`config.mk`:
```
export PLATFORM = sky130hd
export DESIGN_NAME = fbc_ctrl
export DESIGN_NICKNAME = d
export VERILOG_FILES = /design/src/logic/fbc_pkg.sv /design/src/logic/fbc_ctrl.sv /design/src/logic/fbc_sync.sv
export SDC_FILE = /design/constraint.sdc
export NUM_CORES = 1
export LEC_CHECK = 0
export BUFFER_PORTS_ARGS = -buffer_cell sky130_fd_sc_hd__buf_2
export CAP_MARGIN = 20
export CORE_AREA = 2 2 107 109
export DETAILED_ROUTE_END_ITERATION = 10
export DIE_AREA = 0 0 109 111
export GPL_ROUTABILITY_DRIVEN = 1
export PLACE_DENSITY = 0.77
export SLEW_MARGIN = 30
export SYNTH_ARGS = -nofsm -noshare
export SYNTH_HDL_FRONTEND = slang
export SYNTH_SLANG_ARGS = --single-unit
```
`constraint.sdc`:
```
create_clock -name CLK -period 5.7 [get_ports CLK]
set_input_delay 1.14 -clock CLK [delete_from_list [all_inputs] [get_ports CLK]]
set_output_delay 1.14 -clock CLK [all_outputs]
set_load 0.01 [all_outputs]
```
`src/logic/fbc_pkg.sv`:
```
// Package of constants and types for the flash bus controller
package fbc_pkg;

   // ******************************************
   // Clock and pin timing
   // ******************************************
   localparam int CLK_NS       = 25;
   localparam int RST_LOW_NS   = 100;
   localparam int RST_LOW_CYC  = (RST_LOW_NS + CLK_NS - 1) / CLK_NS;
   localparam int WAKE_NS_DEF  = 1000;
   localparam int W2_NS_DEF    = 1000;
   localparam int RD_CYC_DEF   = 4;
   localparam int WE_CYC_DEF   = 2;
   localparam int SYNC_CYC     = 2;

   // ******************************************
   // Array layout, bottom boot, word addresses
   // ******************************************
   localparam logic [18:0] BOOT_BLK_WORDS  = 19'h01000;
   localparam logic [18:0] PARAM_BLK_WORDS = 19'h01000;
   localparam logic [18:0] MAIN_BLK_WORDS  = 19'h08000;
   localparam logic [18:0] PARAM_BASE      = 19'h02000;
   localparam logic [18:0] MAIN_BASE       = 19'h08000;
   localparam logic [18:0] ARRAY_TOP       = 19'h7ffff;
   localparam int          BOOT_BLKS       = 2;
   localparam int          PARAM_BLKS      = 6;
   localparam int          MAIN_BLKS       = 15;

   // ******************************************
   // Request codes and states
   // ******************************************
   typedef enum logic [1:0] {
      OP_READ   = 2'b00,
      OP_WRITE  = 2'b01,
      OP_WRITE2 = 2'b10,
      OP_RESET  = 2'b11
   } fbc_op_t;

   typedef enum logic [2:0] {
      S_RST_LOW = 3'b000,
      S_IDLE    = 3'b001,
      S_RD_WAIT = 3'b010,
      S_RD_ACC  = 3'b011,
      S_WR_WAIT = 3'b100,
      S_WR_LOW  = 3'b101,
      S_WR_HOLD = 3'b110
   } fbc_state_t;

   typedef struct packed {
      fbc_op_t     op;
      logic [18:0] addr;
      logic        addr_lsb;
      logic [15:0] data;
      logic [15:0] data2;
   } fbc_req_t;

   typedef struct packed {
      logic        ce_n;
      logic        oe_n;
      logic        we_n;
      logic        rp_n;
      logic [18:0] addr;
      logic        addr_lsb;
      logic        word_wide;
      logic [15:0] dout;
      logic        doe;
   } fbc_pins_t;

   localparam logic [9:0] SINCE_MAX = 10'h3ff;

endpackage : fbc_pkg

```
`src/logic/fbc_ctrl.sv`:
```
// Host-side bus controller for an asynchronous parallel flash
//
// Behaviour
// RQ1: After reset release reads return array data with no command written first.
// RQ2: Reads of array, identifier and status work at any programming supply level.
// RQ3: Contents-altering operations need a setup write followed by a confirm write.
// RQ4: Flash latches address and data per write; host need not hold afterwards.
// RQ5: Last read-mode command selects array, identifier or status output.
// RQ6: Host drives chip select and output gate active to read data.
// RQ7: Output gate high keeps flash data lines floating.
// RQ8: Chip select high puts flash in standby with data lines floating.
// RQ9: Deselecting during an operation lets that operation run to completion.
// RQ10: Reset low in read modes deselects flash and floats its outputs.
// RQ11: Host holds reset low at least 100 ns per assertion.
// RQ12: Host waits the wake time after reset before trusting read data.
// RQ13: Leaving reset restores read array mode and status value 80H.
// RQ14: Reset during an operation aborts it; ready/busy low until reset done.
// RQ15: Host waits the reset-to-write interval before any command write.
// RQ16: Flash ignores writes under supply lockout or while reset is low.
// RQ17: Block locking gates erase and write of locked blocks.
// RQ18: Bottom boot layout: two boot, six parameter, fifteen main blocks.
// RQ19: Erase may be suspended for other access; write suspended for reads.
// RQ20: Internal state machine repeats pulses, verifies and margins by itself.
// RQ21: Flash latches address and data on write strobe rising edge.
// RQ22: Width select low is byte-wide on low lines; high is word-wide.
// RQ23: Ready/busy is pulled low while an operation runs, released otherwise.
// RQ24: During reads host keeps write strobe high and reset high.
`timescale 1ns/1ps
module fbc_ctrl
   import fbc_pkg::*;
#(
   parameter int WAKE_NS = WAKE_NS_DEF,
   parameter int W2_NS   = W2_NS_DEF,
   parameter int RD_CYC  = RD_CYC_DEF,
   parameter int WE_CYC  = WE_CYC_DEF
) (
   input  wire logic        CLK,
   input  wire logic        RST,
   input  wire logic        REQ_VALID,
   input  wire fbc_req_t    REQ,
   input  wire logic        WORD_MODE,
   output logic             REQ_READY,
   output logic             RSP_VALID,
   output logic [15:0]      RSP_DATA,
   output logic             FLASH_BUSY,
   output fbc_pins_t        PINS,
   input  wire logic [15:0] DATA_IN,
   input  wire logic        READY_BUSY_OUT
);

   // ******************************************
   // Timing counts
   // ******************************************
   localparam int WAKE_CYC_I = (WAKE_NS + CLK_NS - 1) / CLK_NS;
   localparam int W2_CYC_I   = (W2_NS + CLK_NS - 1) / CLK_NS;
   localparam logic [9:0] WAKE_CYC = 10'(WAKE_CYC_I < 1 ? 1 : WAKE_CYC_I);
   localparam logic [9:0] W2_CYC   = 10'(W2_CYC_I < 1 ? 1 : W2_CYC_I);
   localparam logic [7:0] RSTL_END = 8'(RST_LOW_CYC - 1);
   localparam logic [7:0] RD_END   = 8'(RD_CYC + SYNC_CYC - 1);
   localparam logic [7:0] WE_END   = 8'(WE_CYC - 1);

   // ******************************************
   // State
   // ******************************************
   typedef struct packed {
      fbc_state_t  st;
      logic [7:0]  cnt;
      logic [9:0]  since_rp;
      fbc_pins_t   pins;
      logic [15:0] data2;
      logic        two;
      logic        rdy;
      logic        rsp_v;
      logic [15:0] rsp_d;
      logic        busy;
   } fbc_ctrl_t;

   // Power-up holds reset low so the flash starts in a known mode
   localparam fbc_ctrl_t RST_VAL = '{
      st: S_RST_LOW, cnt: 8'h00, since_rp: 10'h000,
      pins: '{ce_n: 1'b1, oe_n: 1'b1, we_n: 1'b1, rp_n: 1'b0, addr: 19'h00000,
               addr_lsb: 1'b0, word_wide: 1'b1, dout: 16'h0000, doe: 1'b0},
      data2: 16'h0000, two: 1'b0, rdy: 1'b0, rsp_v: 1'b0, rsp_d: 16'h0000,
      busy: 1'b0};

   fbc_ctrl_t   state_reg;
   fbc_ctrl_t   state_next;
   logic [15:0] data_sync;
   logic        busy_sync;

   fbc_sync #(.W(16)) u_data_sync (
      .CLK (CLK),
      .RST (RST),
      .d   (DATA_IN),
      .q   (data_sync)
   );

   // Inverted before sync so the flops' reset value reads as not busy
   fbc_sync #(.W(1)) u_rb_sync (
      .CLK (CLK),
      .RST (RST),
      .d   (~READY_BUSY_OUT),
      .q   (busy_sync)
   );

   // ******************************************
   // Next state
   // ******************************************
   always_comb begin
      state_next       = state_reg;
      state_next.rsp_v = 1'b0;
      state_next.busy  = busy_sync; // RQ23 RQ14
      if (state_reg.pins.rp_n && state_reg.since_rp != SINCE_MAX) begin
         state_next.since_rp = state_reg.since_rp + 10'h001;
      end
      case (state_reg.st)
         S_RST_LOW: begin
            state_next.cnt = state_reg.cnt + 8'h01;
            if (state_reg.cnt >= RSTL_END) begin // RQ11
               state_next.pins.rp_n = 1'b1;
               state_next.since_rp  = 10'h000;
               state_next.cnt       = 8'h00;
               state_next.st        = S_IDLE;
            end
         end
         S_IDLE: begin
            state_next.rdy = 1'b1;
            if (REQ_VALID && state_reg.rdy) begin
               state_next.rdy                = 1'b0;
               state_next.cnt                = 8'h00;
               state_next.pins.addr          = REQ.addr;
               state_next.pins.addr_lsb      = REQ.addr_lsb;
               state_next.pins.word_wide     = WORD_MODE; // RQ22
               state_next.pins.dout          = REQ.data;
               state_next.data2              = REQ.data2;
               state_next.two                = (REQ.op == OP_WRITE2); // RQ3
               case (REQ.op)
                  OP_RESET: begin
                     state_next.pins.rp_n = 1'b0; // RQ14
                     state_next.st        = S_RST_LOW;
                  end
                  OP_READ: begin
                     state_next.st = S_RD_WAIT;
                  end
                  default: begin
                     // Drive data only while the flash outputs float
                     state_next.pins.doe = 1'b1; // RQ7
                     state_next.st       = S_WR_WAIT;
                  end
               endcase
            end
         end
         S_RD_WAIT: begin
            if (state_reg.since_rp >= WAKE_CYC) begin // RQ12 RQ1
               state_next.pins.ce_n = 1'b0; // RQ6
               state_next.pins.oe_n = 1'b0; // RQ6 RQ24
               state_next.st        = S_RD_ACC;
            end
         end
         S_RD_ACC: begin
            state_next.cnt = state_reg.cnt + 8'h01;
            // Sample late: pin data passes two flops before use
            if (state_reg.cnt >= RD_END) begin
               state_next.rsp_d = state_reg.pins.word_wide ? data_sync
                                  : {8'h00, data_sync[7:0]}; // RQ22
               state_next.rsp_v     = 1'b1;
               state_next.pins.ce_n = 1'b1;
               state_next.pins.oe_n = 1'b1;
               state_next.cnt       = 8'h00;
               state_next.st        = S_IDLE;
            end
         end
         S_WR_WAIT: begin
            if (state_reg.since_rp >= W2_CYC) begin // RQ15 RQ16
               state_next.pins.ce_n = 1'b0;
               state_next.pins.we_n = 1'b0;
               state_next.st        = S_WR_LOW;
            end
         end
         S_WR_LOW: begin
            state_next.cnt = state_reg.cnt + 8'h01;
            if (state_reg.cnt >= WE_END) begin
               state_next.pins.we_n = 1'b1; // RQ21
               state_next.cnt       = 8'h00;
               state_next.st        = S_WR_HOLD;
            end
         end
         S_WR_HOLD: begin
            // Data held one cycle past the rising strobe for hold margin
            if (state_reg.two) begin
               state_next.two       = 1'b0;
               state_next.pins.dout = state_reg.data2; // RQ3
               state_next.pins.we_n = 1'b0;
               state_next.st        = S_WR_LOW;
            end else begin
               state_next.pins.ce_n = 1'b1; // RQ9
               state_next.pins.doe  = 1'b0; // RQ4
               state_next.rsp_v     = 1'b1;
               state_next.rsp_d     = 16'h0000;
               state_next.st        = S_IDLE;
            end
         end
         default: begin
            state_next = RST_VAL;
         end
      endcase
   end

   always_ff @(posedge CLK or posedge RST) begin
      if (RST) begin
         state_reg <= RST_VAL;
      end else begin
         state_reg <= state_next;
      end
   end

   assign REQ_READY  = state_reg.rdy;
   assign RSP_VALID  = state_reg.rsp_v;
   assign RSP_DATA   = state_reg.rsp_d;
   assign FLASH_BUSY = state_reg.busy;
   assign PINS       = state_reg.pins;
endmodule : fbc_ctrl

```
`src/logic/fbc_sync.sv`:
```
// Two-stage synchroniser for pin inputs
`timescale 1ns/1ps
module fbc_sync #(
   parameter int W = 1
) (
   input  wire logic         CLK,
   input  wire logic         RST,
   input  wire logic [W-1:0] d,
   output logic      [W-1:0] q
);
   logic [W-1:0] meta_reg;

   always_ff @(posedge CLK or posedge RST) begin
      if (RST) begin
         meta_reg <= '0;
         q        <= '0;
      end else begin
         meta_reg <= d;
         q        <= meta_reg;
      end
   end
endmodule : fbc_sync

```
* Word level (Yosys, flattened, before mapping)
Cells that the tools add are included.
** Word-level totals
- Bits in registers :: 133
- Output and inout bits :: 61
- Logic and storage cells :: 120
** Cells by class
- $add $sub $neg :: 2
- Order comparisons :: 4
- Eq/ne operators :: 19
- Multiplexer cells :: 38
- Bitwise logic cells :: 9
- Reduce and logical (&&, ||, !) cells :: 26
** Operator list (count)
- case mux 17 bit (3 select lines) :: 2
- 2-to-1 mux 57 bit :: 1
- case mux 21 bit (2 select lines) :: 1
- case mux 8 bit (5 select lines) :: 1
- 2-to-1 mux 17 bit :: 2
- 2-to-1 mux 11 bit :: 3
- 2-to-1 mux 16 bit :: 2
- case mux 16 bit (2 select lines) :: 1
- 2-to-1 mux 21 bit :: 1
- case mux 3 bit (7 select lines) :: 1
- case mux 10 bit (2 select lines) :: 1
- OR reduction 5 bit :: 4
- inequality test 2 bit (second input constant) :: 9
- AND reduction 4 bit :: 3
- OR reduction 6 bit :: 2
- adder 10 x 1 -> 10 bit (second input constant) :: 1
- greater-or-equal comparator 10 x 6 -> 1 bit (second input constant) :: 1
- 2-to-1 mux 10 bit :: 1
- inequality test 10 bit (second input constant) :: 1
- equality test 3 bit (second input constant) :: 3
- 2-to-1 mux 1 bit :: 9
- 2-to-1 mux 3 bit :: 3
- inverter 1 bit :: 9
- AND reduction 3 bit :: 3
- other kinds (24) :: 33

* Longest topological paths before layout
Gate-level depths: netlist of run 1.
- Depth in word-level cells :: 5
- Gate-level depth with buffers :: 9
- Gate-level depth less buffers :: 7

* Modules after synthesis
From an unflattened synthesis of run 1, not the netlist that was laid out.
** Second synthesis, totals
- Cell total of the unflattened synthesis :: 491
- Area total of the unflattened synthesis :: 5683.0 µm²
** Modules (own cells, without submodules)
- fbc_ctrl :: times used 1, cells each 455, area each 4824.6 µm²
- fbc_sync (u_data_sync) :: times used 1, cells each 33, area each 804.5 µm²
- fbc_sync (u_rb_sync) :: times used 1, cells each 3, area each 53.8 µm²

* Worst setup path after synthesis of run 1
Ideal clock, no wire load.
- Kind :: input -> register
- Start :: input port REQ_VALID
- End :: register state_reg, in the netlist PINS[18]
- Arrival time :: 2142 ps
- Data required time :: 5634 ps
- Setup slack :: 3492 ps
- Stages :: 5
- Path through :: nand2_1 nor3_1 o21ai_1 clkbuf_1 a22o_1
** On the way
- Longest elaborated chain between the ends :: 3
** Ends and longest elaborated chain
- start: declaration :: RTL line fbc_ctrl.sv:39 : input wire logic REQ_VALID,
- logical AND 1 bit :: RTL line fbc_ctrl.sv:128 : if (REQ_VALID && state_reg.rdy) begin
- inequality test 2 bit (no source line)
- AND reduction 2 bit (no source line)
- end signal: assignment :: RTL line fbc_ctrl.sv:213 : state_reg <= state_next;
- end: declaration :: RTL line fbc_ctrl.sv:86 : fbc_ctrl_t state_reg;
Every way passes these cells.
A chain may end at the register's enable or synchronous reset.

* Worst setup path in the final report of run 1
- Start :: register state_reg[96] (netlist bit)
- End :: register state_reg, in the netlist PINS[11]
** On the way
- Longest elaborated chain between the ends :: 4
- Elaborated cells between the ends (all ways) :: 13
** Ends and longest elaborated chain
- equality test 3 bit, or another cell as far along :: RTL line fbc_ctrl.sv:116 : case (state_reg.st)
- OR reduction 5 bit (no source line)
- inverter 1 bit (no source line)
- AND reduction 3 bit (no source line)
Several ways; a longest one is shown, not always the timed one.

==> results.tsv, run 1 <==
metric	value	unit
max-cap viol count	0	
CTS clk-pin slew, worst paths	0.06	ns
HPWL Detailed	7.91	mm
Worst Max-Slew Pin Slew	0.840	ns
Vias	3916	
RSZ-0062 raised after global routing	no	
total CTS buffers	17	
DIE WIDTH	109	µm
Syn Std Cell Area	5630	µm²
Root Buffer	clkbuf_16	
dominant synthesized flop cell	dfrtp_1	
sequential cell area fraction in the yosys report	0.593	
setup TNS	0	ns
area occupied by registers	3330	µm²
Worst Path Required	6.03	ns
H-tree depth	4	
Peak VDD IR	0.307	mV
Worst path slowest cell	dfrtp_1	
Placed Area	6030	µm²
multi-input combinational cell area	1720	µm²
post-layout power	3.57	mW
die area	12100	µm²
CP Max Fanout	34	
vias in the first global route	3967	
Post-synth EDFFs	0	
Worst Skew	0.0125	ns
filler cell count	862	
fin crit share	0.451	
Worst Path Arrival	2.90	ns
critical path launch point type	flop	
CP Cell Sequence	nor2b_1 -> nand3_1 -> nor2_4 -> buf_16 -> a22oi_1 -> a21oi_1	
final worst slack	3.13	ns
Core ar.	11100	µm²
Hold Fails Final Rpt	0	
Critical Path End Type	flop	
PwrDens	536	nW/µm²
Area Overhead vs Synth	18.3	%
Routed Antenna Nets	0	
# resized after CTS	0	
Largest stage delay, worst path	0.85	ns
Post-synth top cells	dfrtp_1, buf_4, a22o_1, nor2_1, a21oi_1	
GPL Wtd Cong	0.840	
Leak	3.34	nW
area share of the largest cell type after synthesis	0.574	
Unique masters post-synth	57	
FP Rows	39	
dominant cell type by area after synthesis	dfrtp_1	
Mapped Cells	478	
DRT Wirelength	11.8	mm
nets@finish	640	
drt first-iter violations	222	
global-route wire length before repair	19.2	mm
Avg WL per Cell	16.5	µm
Via-to-Cell Ratio	5.49	
FFs w/ async S/R, synth	1.00	
drt pass-1 iters	6	
Ports	136	
initial antenna violation count	0	
HP Class	reg2reg	
ANT cells	0	
Peak Freq	389	MHz
CTS Hold Bufs	0	
CTS tree	done	
count leader, synth	dfrtp_1	
Slew Viols, Final	0	
post-route design area	6650	µm²
R2R cell count	6	
top cells by area, synth	dfrtp_1, a22o_1, buf_4, a21oi_1, nor2_1	
Total Routing Usage GR	0.206	
pre-CTS WS	3.02	ns
syn avg cell area	11.8	µm²
post-CTS setup buffer count	0	
share of post-route cells with drive strength above 1	0.333	
Worst Hold Slack	0.345	ns
chip height	111	µm
Setup-failing EPs final	0	
remaining global-route overflow	0	
DRC	0	
WS Path Type	reg2reg	
hold depth	0	
max reg flops	42	
Seq cells post-synth	133	
largest net degree at the start of global routing	90	
outcome	finished clean	
synth warn	0	
Slew HR	0.440	
IO buf count	135	
Starting Density	0.508	
Max Root-Sink Buffers	2	
Clk Latency, worst-skew pair	0.41	ns
minimum clock period	2.57	ns
Synth Net Count	561	
Sink Count	133	
stage by stage:
stage,util,cells
after global routing,0.601,713
final,0.601,713
after global placement,0.540,680
after floorplan,-,478
after CTS,0.601,713
after detailed placement,0.544,681
layer usage:
| layer | GRT usage | part of all wire | vias up |
|---|---|---|---|
| met1 | 0.274 | 0.42 | 1918 |
| met4 | 0.0940 | 0.029 | 0 |
| met2 | 0.310 | 0.48 | 165 |
| met3 | 0.0641 | 0.071 | 30 |
| li1 | - | - | 1803 |
| met5 | 0 | 0 | - |
cell usage in the layout, fill, tap and decap left out, types with 2 or more instances in the layout:
master	count
xnor2_1	3
clkinv_4	2
nor3_1	7
mux2i_1	2
o21ai_0	10
bufinv_16	4
xor2_1	2
ha_1	8
or3_1	2
nand4_1	4
nand3_1	9
inv_6	5
a211oi_1	2
a21o_1	3
nor4_1	3
inv_1	15
nand2b_1	4
nor3b_1	2
nand2_1	16
o31ai_1	2
a22oi_1	16
clkinv_2	3
and2_1	8
and3_1	2
o22a_1	2
nor2_1	32
clkinvlp_4	2
dfstp_2	4
clkbuf_16	17
or4_1	2
a31oi_1	2
dfrtp_1	129
a21oi_1	26
buf_4	3
a22o_1	54
buf_2	135
where the power goes:
| part | switching, mW | internal, mW | total (mW) |
|---|---|---|---|
| sequential | 0.217 | 1.21 | 1.43 |
| clock | 0.417 | 0.736 | 1.15 |
| combinational | 0.554 | 0.434 | 0.988 |
| total | 1.19 | 2.38 | 3.57 |
path summary, 6_finish.rpt:
kind                                                     from                                end  slack (ns)
min in group asynchronous                                 RST        u_data_sync.q[15]$_DFF_PP0_        0.87
hold reg to reg            u_data_sync.meta_reg[13]$_DFF_PP0_        u_data_sync.q[13]$_DFF_PP0_        0.34
setup / recovery                    state_reg[96]$_DFFE_PP0P_               PINS[11]$_DFFE_PP0P_        3.13
hold / removal             u_data_sync.meta_reg[13]$_DFF_PP0_        u_data_sync.q[13]$_DFF_PP0_        0.34
setup reg to reg                    state_reg[96]$_DFFE_PP0P_               PINS[11]$_DFFE_PP0P_        3.13
max in group asynchronous                                 RST  u_data_sync.meta_reg[1]$_DFF_PP0_        3.73
worst max-delay path: cells and delay by family (launching register included):
family / cells / cell delay (ns)
compound gates: 2 / 0.32
buf+inv: 1 / 0.25
flops: 1 / 0.85
simple gates: 3 / 1.05
layout make-up:
cell class,count,share of cell area
clock buffer,17,0.0639
clock inverter,15,0.0305
inverter,16,0.00978
multi-input combinational,250,0.259
sequential,133,0.501
tap,143,0.0269
timing repair buffer,139,0.109
cells by family after synthesis:
logic type      Yosys count  synth area share
compound gates          130             0.172
xor+xnor                  5           0.00779
fa+ha+maj                 8            0.0178
buf+inv                  95             0.107
flops                   133             0.593
mux                       3           0.00556
simple gates            104            0.0976
(Power assumes the default switching activity.)
==> inputs of run 2 (changes only) <==
--- a/config.mk
+++ b/config.mk
@@ -5,13 +5,14 @@
 export SDC_FILE = /design/constraint.sdc
 export NUM_CORES = 1
 export LEC_CHECK = 0
+export ABC_AREA = 1
 export BUFFER_PORTS_ARGS = -buffer_cell sky130_fd_sc_hd__buf_2
 export CAP_MARGIN = 20
-export CORE_AREA = 2 2 107 109
+export CORE_AREA = 2 2 115 117
 export DETAILED_ROUTE_END_ITERATION = 10
-export DIE_AREA = 0 0 109 111
+export DIE_AREA = 0 0 117 119
 export GPL_ROUTABILITY_DRIVEN = 1
-export PLACE_DENSITY = 0.77
+export PLACE_DENSITY = 0.75
 export SLEW_MARGIN = 30
 export SYNTH_ARGS = -nofsm -noshare
 export SYNTH_HDL_FRONTEND = slang
==> constraint.sdc (replaced) <==
create_clock -name CLK -period 2.2 [get_ports CLK]
set_input_delay 0.44 -clock CLK [delete_from_list [all_inputs] [get_ports CLK]]
set_output_delay 0.44 -clock CLK [all_outputs]
set_load 0.01 [all_outputs]
==> results.tsv, run 2 <==
metric	value	unit
global-route wire length before repair	22.3	mm
Critical Path End Type	flop	
Worst Path Arrival	2.21	ns
top cells by area, synth	dfrtp_1, nand2_1, buf_4, nand3_1, nor2_1	
setup TNS	0	ns
H-tree depth	4	
max-cap viol count	0	
Bufs and invs on worst path	2	
dominant synthesized flop cell	dfrtp_1	
Reg2Reg Capture Point	RSP_DATA[14]$_DFFE_PP0P_	
count leader, synth	nand2_1	
Worst path slowest cell	dfrtp_1	
Mapped Cells	676	
Peak Freq	537	MHz
ANT cells	0	
outcome	finished clean	
Clk Latency, worst-skew pair	0.42	ns
largest net degree at the start of global routing	57	
CTS Hold Bufs	0	
Total Routing Usage GR	0.205	
Largest stage delay, worst path	0.41	ns
dominant cell type by area after synthesis	dfrtp_1	
Leak	3.81	nW
DRT Wirelength	13.3	mm
total CTS buffers	17	
Synth Net Count	759	
Placed Area	6510	µm²
M2 GR Usage	0.327	
# resized after CTS	0	
nets@finish	837	
Hold Fails Final Rpt	0	
post-route design area	7120	µm²
Setup-failing EPs final	0	
HP Class	in2async	
share of post-route cells with drive strength above 1	0.267	
Post-synth top cells	nand2_1, dfrtp_1, nand3_1, buf_4, nor2_1	
FFs w/ async S/R, synth	1.00	
R2R Path Start	state_reg[88]$_DFFE_PP0P_	
fin crit share	0.847	
CP Max Fanout	17	
IO buf count	135	
Ports	136	
Unique masters post-synth	32	
Area Overhead vs Synth	17.5	%
CTS tree	done	
minimum clock period	1.86	ns
chip height	119	µm
met1 usage	0.265	
commonest non-fill, non-tap cell in the layout	nand2_1	
multi-input combinational cell area	1920	µm²
sequential cell area fraction in the yosys report	0.551	
Slew Viols, Final	0	
Seq cells post-synth	133	
area occupied by registers	3330	µm²
WS Path Type	reg2reg	
max reg flops	42	
Post-synth EDFFs	0	
Routed Antenna Nets	0	
Root Buffer	clkbuf_16	
area share of the largest cell type after synthesis	0.533	
critical path launch point type	flop	
die area	13900	µm²
drt pass-1 iters	5	
DIE WIDTH	117	µm
Vias	4600	
R2R cell count	8	
Syn Std Cell Area	6050	µm²
Peak VDD IR	0.627	mV
Starting Density	0.470	
HPWL Detailed	9.15	mm
met3 Resource Use GR	0.0687	
CP Cell Sequence	inv_1 -> ha_1 -> inv_1 -> o21ai_0 -> nand4_2 -> nand4_4 -> nand2_1 -> nand2_1	
Max Root-Sink Buffers	2	
remaining global-route overflow	0	
R2R setup slack	0.34	ns
GPL Wtd Cong	0.855	
Slew HR	0.573	
vias in the first global route	4653	
Worst Max-Slew Pin Slew	0.639	ns
Worst Path Required	2.55	ns
filler cell count	1181	
gr busiest metal	met2	
Worst Skew	0.0116	ns
FP Rows	42	
PwrDens	1270	nW/µm²
post-CTS setup buffer count	0	
DRC	0	
syn avg cell area	8.96	µm²
Avg WL per Cell	14.1	µm
CTS clk-pin slew, worst paths	0.06	ns
RSZ-0062 raised after global routing	no	
CP delay by family, top	simple AND/OR/NAND/NOR gates	
most frequent cells in the layout	nand2_1, buf_2, dfrtp_1	
Worst Hold Slack	0.110	ns
initial antenna violation count	0	
Via-to-Cell Ratio	4.88	
Sink Count	133	
Core ar.	12900	µm²
drt first-iter violations	301	
synth warn	0	
## run 2: changes by cell type after synthesis, sizes merged, moves of 15 or more
cell	change
a22o	-54
nand2	+148
a22oi	-16
nor2	+27
inv	+35
a21oi	-21
nand3	+70
a31oi	+15
o21ai	+39
## run 2: how the worst max path moves through the flow
stage,startpoint,to,slack [ns],cells past startpoint
global route,state_reg[88]$_DFFE_PP0P_,RSP_DATA[15]$_DFFE_PP0P_,0.18,9
finish,state_reg[88]$_DFFE_PP0P_,RSP_DATA[14]$_DFFE_PP0P_,0.34,8
floorplan,RST,FLASH_BUSY$_DFF_PP0_,0.11,1
CTS,state_reg[88]$_DFFE_PP0P_,RSP_DATA[14]$_DFFE_PP0P_,0.33,9
global placement,state_reg[88]$_DFFE_PP0P_,RSP_DATA[8]$_DFFE_PP0P_,0.45,9
detailed placement,state_reg[88]$_DFFE_PP0P_,RSP_DATA[8]$_DFFE_PP0P_,0.39,9
## run 2: per-stage QoR
step           worst slack, ns  instances  utilization  power (mW)
2_1_floorplan            0.112        676            -        5.76
6_report                 0.336        943        0.553        9.04
4_1_cts                  0.333        943        0.553        9.11
3_3_place_gp             0.448        911        0.506        6.13
3_5_place_dp             0.395        911        0.506        6.20
5_1_grt                  0.178        943        0.553        9.63
## run 2: final cells by class
type / instances / area share
Tap cell: 176 / 0.0309
Multi-Input combinational cell: 404 / 0.270
Clock inverter: 15 / 0.0255
Inverter: 52 / 0.0281
Timing Repair Buffer: 146 / 0.117
Sequential cell: 133 / 0.468
Clock buffer: 17 / 0.0598
## run 2: per-layer routing
layer	up-vias	routed length [µm]
li1	2272	-
met1	2169	5610
met2	146	6700
met3	13	843
met4	0	161
met5	-	0
## run 2: kinds of logic (layout without fill, tap and decap cells)
group / after synthesis / count (layout) / synth area share
AND/OR/NAND/NOR: 316 / 316 / 0.225
buffers and inverters: 139 / 230 / 0.133
flip-flops: 133 / 133 / 0.551
AO/OA/AOI/OAI: 76 / 76 / 0.0692
adder cells (fa/ha/maj): 8 / 8 / 0.0165
XOR/XNOR: 4 / 4 / 0.00579
## run 2: report_power, final
part / switching, mW / internal, mW / leakage, nW
clock network: 1.22 / 1.63 / 0.296
registers: 0.438 / 3.09 / 1.70
logic: 1.72 / 0.935 / 1.82
total: 3.38 / 5.66 / 3.81
==> inputs of run 3 (changes only) <==
--- a/config.mk
+++ b/config.mk
@@ -8,11 +8,11 @@
 export ABC_AREA = 1
 export BUFFER_PORTS_ARGS = -buffer_cell sky130_fd_sc_hd__buf_2
 export CAP_MARGIN = 20
-export CORE_AREA = 2 2 115 117
+export CORE_AREA = 2 2 109 111
 export DETAILED_ROUTE_END_ITERATION = 10
-export DIE_AREA = 0 0 117 119
+export DIE_AREA = 0 0 111 113
 export GPL_ROUTABILITY_DRIVEN = 1
-export PLACE_DENSITY = 0.75
+export PLACE_DENSITY = 0.79
 export SLEW_MARGIN = 30
 export SYNTH_ARGS = -nofsm -noshare
 export SYNTH_HDL_FRONTEND = slang
==> constraint.sdc (replaced) <==
create_clock -name CLK -period 1.8 [get_ports CLK]
set_input_delay 0.36 -clock CLK [delete_from_list [all_inputs] [get_ports CLK]]
set_output_delay 0.36 -clock CLK [all_outputs]
set_load 0.01 [all_outputs]
==> results.tsv, run 3 (same netlist as run 2, synthesis figures left out) <==
metric	value	unit
Vias	4839	
final worst slack	0.123	ns
drt first-iter violations	268	
Hold Fails Final Rpt	0	
Sink Count	133	
filler cell count	874	
remaining global-route overflow	0	
met1 usage	0.271	
most frequent cells in the layout	nand2_1, buf_2, dfrtp_1	
met3 Resource Use GR	0.0562	
Critical Path End Type	flop	
fin cells	921	
Via-to-Cell Ratio	5.25	
gr busiest metal	met2	
vias in the first global route	4818	
Area Overhead vs Synth	19.0	%
FP Rows	39	
initial antenna violation count	0	
switch share	0.368	
global-route wire length before repair	22.5	mm
max reg flops	42	
Slew HR	0.722	
Slew Viols, Final	0	
Setup-failing EPs final	0	
Peak Freq	596	MHz
ANT cells	0	
critical path launch point type	flop	
chip height	113	µm
Core ar.	11300	µm²
Worst Max-Slew Pin Slew	0.417	ns
HP Class	in2reg	
die area	12500	µm²
RSZ-0062 raised after global routing	no	
pre-CTS WS	-0.0737	ns
share of post-route cells with drive strength above 1	0.287	
Routed Antenna Nets	0	
post-CTS setup buffer count	0	
Worst Path Required	2.14	ns
CTS clk-pin slew, worst paths	0.07	ns
placed insts	886	
DRT Wirelength	13.8	mm
Starting Density	0.537	
Max Root-Sink Buffers	2	
largest net degree at the start of global routing	64	
DRC	0	
drt pass-1 iters	5	
Avg WL per Cell	15.0	µm
max-cap viol count	0	
DIE WIDTH	111	µm
minimum clock period	1.68	ns
Leak	3.86	nW
CP Max Fanout	7	
Total Routing Usage GR	0.225	
GPL Wtd Cong	0.921	
nets@finish	848	
IO buf count	135	
Logic pwr share	0.310	
Worst Skew	0.0111	ns
P_sw	4.17	mW
HPWL Detailed	9.27	mm
Worst Path Arrival	2.01	ns
total CTS buffers	17	
fin crit share	0.932	
Root Buffer	clkbuf_16	
Ports	136	
outcome	finished clean	
Internal Dissipation	7.15	mW
Clock Power Share	0.311	
commonest non-fill, non-tap cell in the layout	nand2_1	
PwrDens	1570	nW/µm²
H-tree depth	4	
Peak VDD IR	0.972	mV
Clk Latency, worst-skew pair	0.43	ns
WS Path Type	reg2reg	
M2 GR Usage	0.391	
Sequential Power Share	0.379	
CTS tree	done	
## run 3: cell count changes in the layout (fill, tap and decap cells not counted), sizes merged
cell | previous run | this run
inv | 60 | 55
bufinv | 1 | 2
clkinv | 4 | 6
clkinvlp | 2 | 4
buf | 146 | 154
clkbuf | 17 | 18
nand4 | 6 | 7
dlygate4sd3 | 0 | 1
## run 3: layout make-up
cell class | count | area [µm²] | share of cell area
clock buffers | 18 | 439 | 0.0610
flip-flops and latches | 133 | 3330 | 0.463
multi-input cells | 405 | 1990 | 0.276
clock inverters | 14 | 165 | 0.0229
repair buffers | 155 | 891 | 0.124
well taps | 143 | 179 | 0.0248
repair inverters | 1 | 7.51 | 0.00104
inverters | 52 | 204 | 0.0283
## run 3: power groups by stage
stage	logic, mW	registers, mW	clock network (mW)
after floorplan	2.90	4.14	0
after global placement	3.29	4.27	0
after detailed placement	3.42	4.29	0
after CTS	3.43	4.27	3.55
after global routing	3.94	4.37	3.68
final	3.51	4.29	3.52
## run 3: worst max-delay path: stages (launching register included)
cell and delay (ns):
dfrtp_1 0.41, buf_4 0.18, nor2_2 0.17, inv_2 0.12, nor2_2 0.15, inv_2 0.07, nand3_1 0.15, inv_1 0.16
o21ai_0 0.19
## run 3: path summary, 6_finish.rpt
kind	start	endpoint	slack [ns]	depth (start not counted)
max	state_reg[98]$_DFFE_PP0P_	state_reg[89]$_DFFE_PP0P_	0.12	8
min	DATA_IN[10]	u_data_sync.meta_reg[10]$_DFF_PP0_	0.03	1
max reg2reg	state_reg[98]$_DFFE_PP0P_	state_reg[89]$_DFFE_PP0P_	0.12	8
min reg2reg	u_data_sync.meta_reg[1]$_DFF_PP0_	u_data_sync.q[1]$_DFF_PP0_	0.35	0
max in group asynchronous	RST	PINS[41]$_DFFE_PP1P_	0.71	4
min in group asynchronous	RST	PINS[30]$_DFFE_PP0P_	0.46	3
## run 3: repair_timing
| action | in CTS | in global routing |
|---|---|---|
| endpoints found under the hold margin | 8 | 0 |
| endpoints found under the setup margin | 19 | 32 |
| pin swaps | 0 | 1 |
| hold buffers | 1 | 0 |
| gates resized for setup | 1 | 14 |
| gates cloned | 0 | 2 |
## run 3: metrics by stage
step / utilization / cell area (µm²) / hold WS [ns] / TNS [ns] / power, mW
finish: 0.639 / 7200 / 0.0335 / 0 / 11.3
global route: 0.639 / 7200 / 0.0284 / 0 / 12.0
CTS: 0.632 / 7130 / 0.0296 / 0 / 11.3
detailed placement: 0.578 / 6520 / 0.327 / -0.857 / 7.72
global placement: 0.578 / 6520 / 0.324 / 0 / 7.56
floorplan: - / 6060 / 0.331 / -26.82 / 7.04
## run 3: layer usage
metal,vias to the layer above,share of wire
met4,0,0.022
met1,2317,0.39
met5,-,0
li1,2291,-
met2,204,0.51
met3,27,0.071
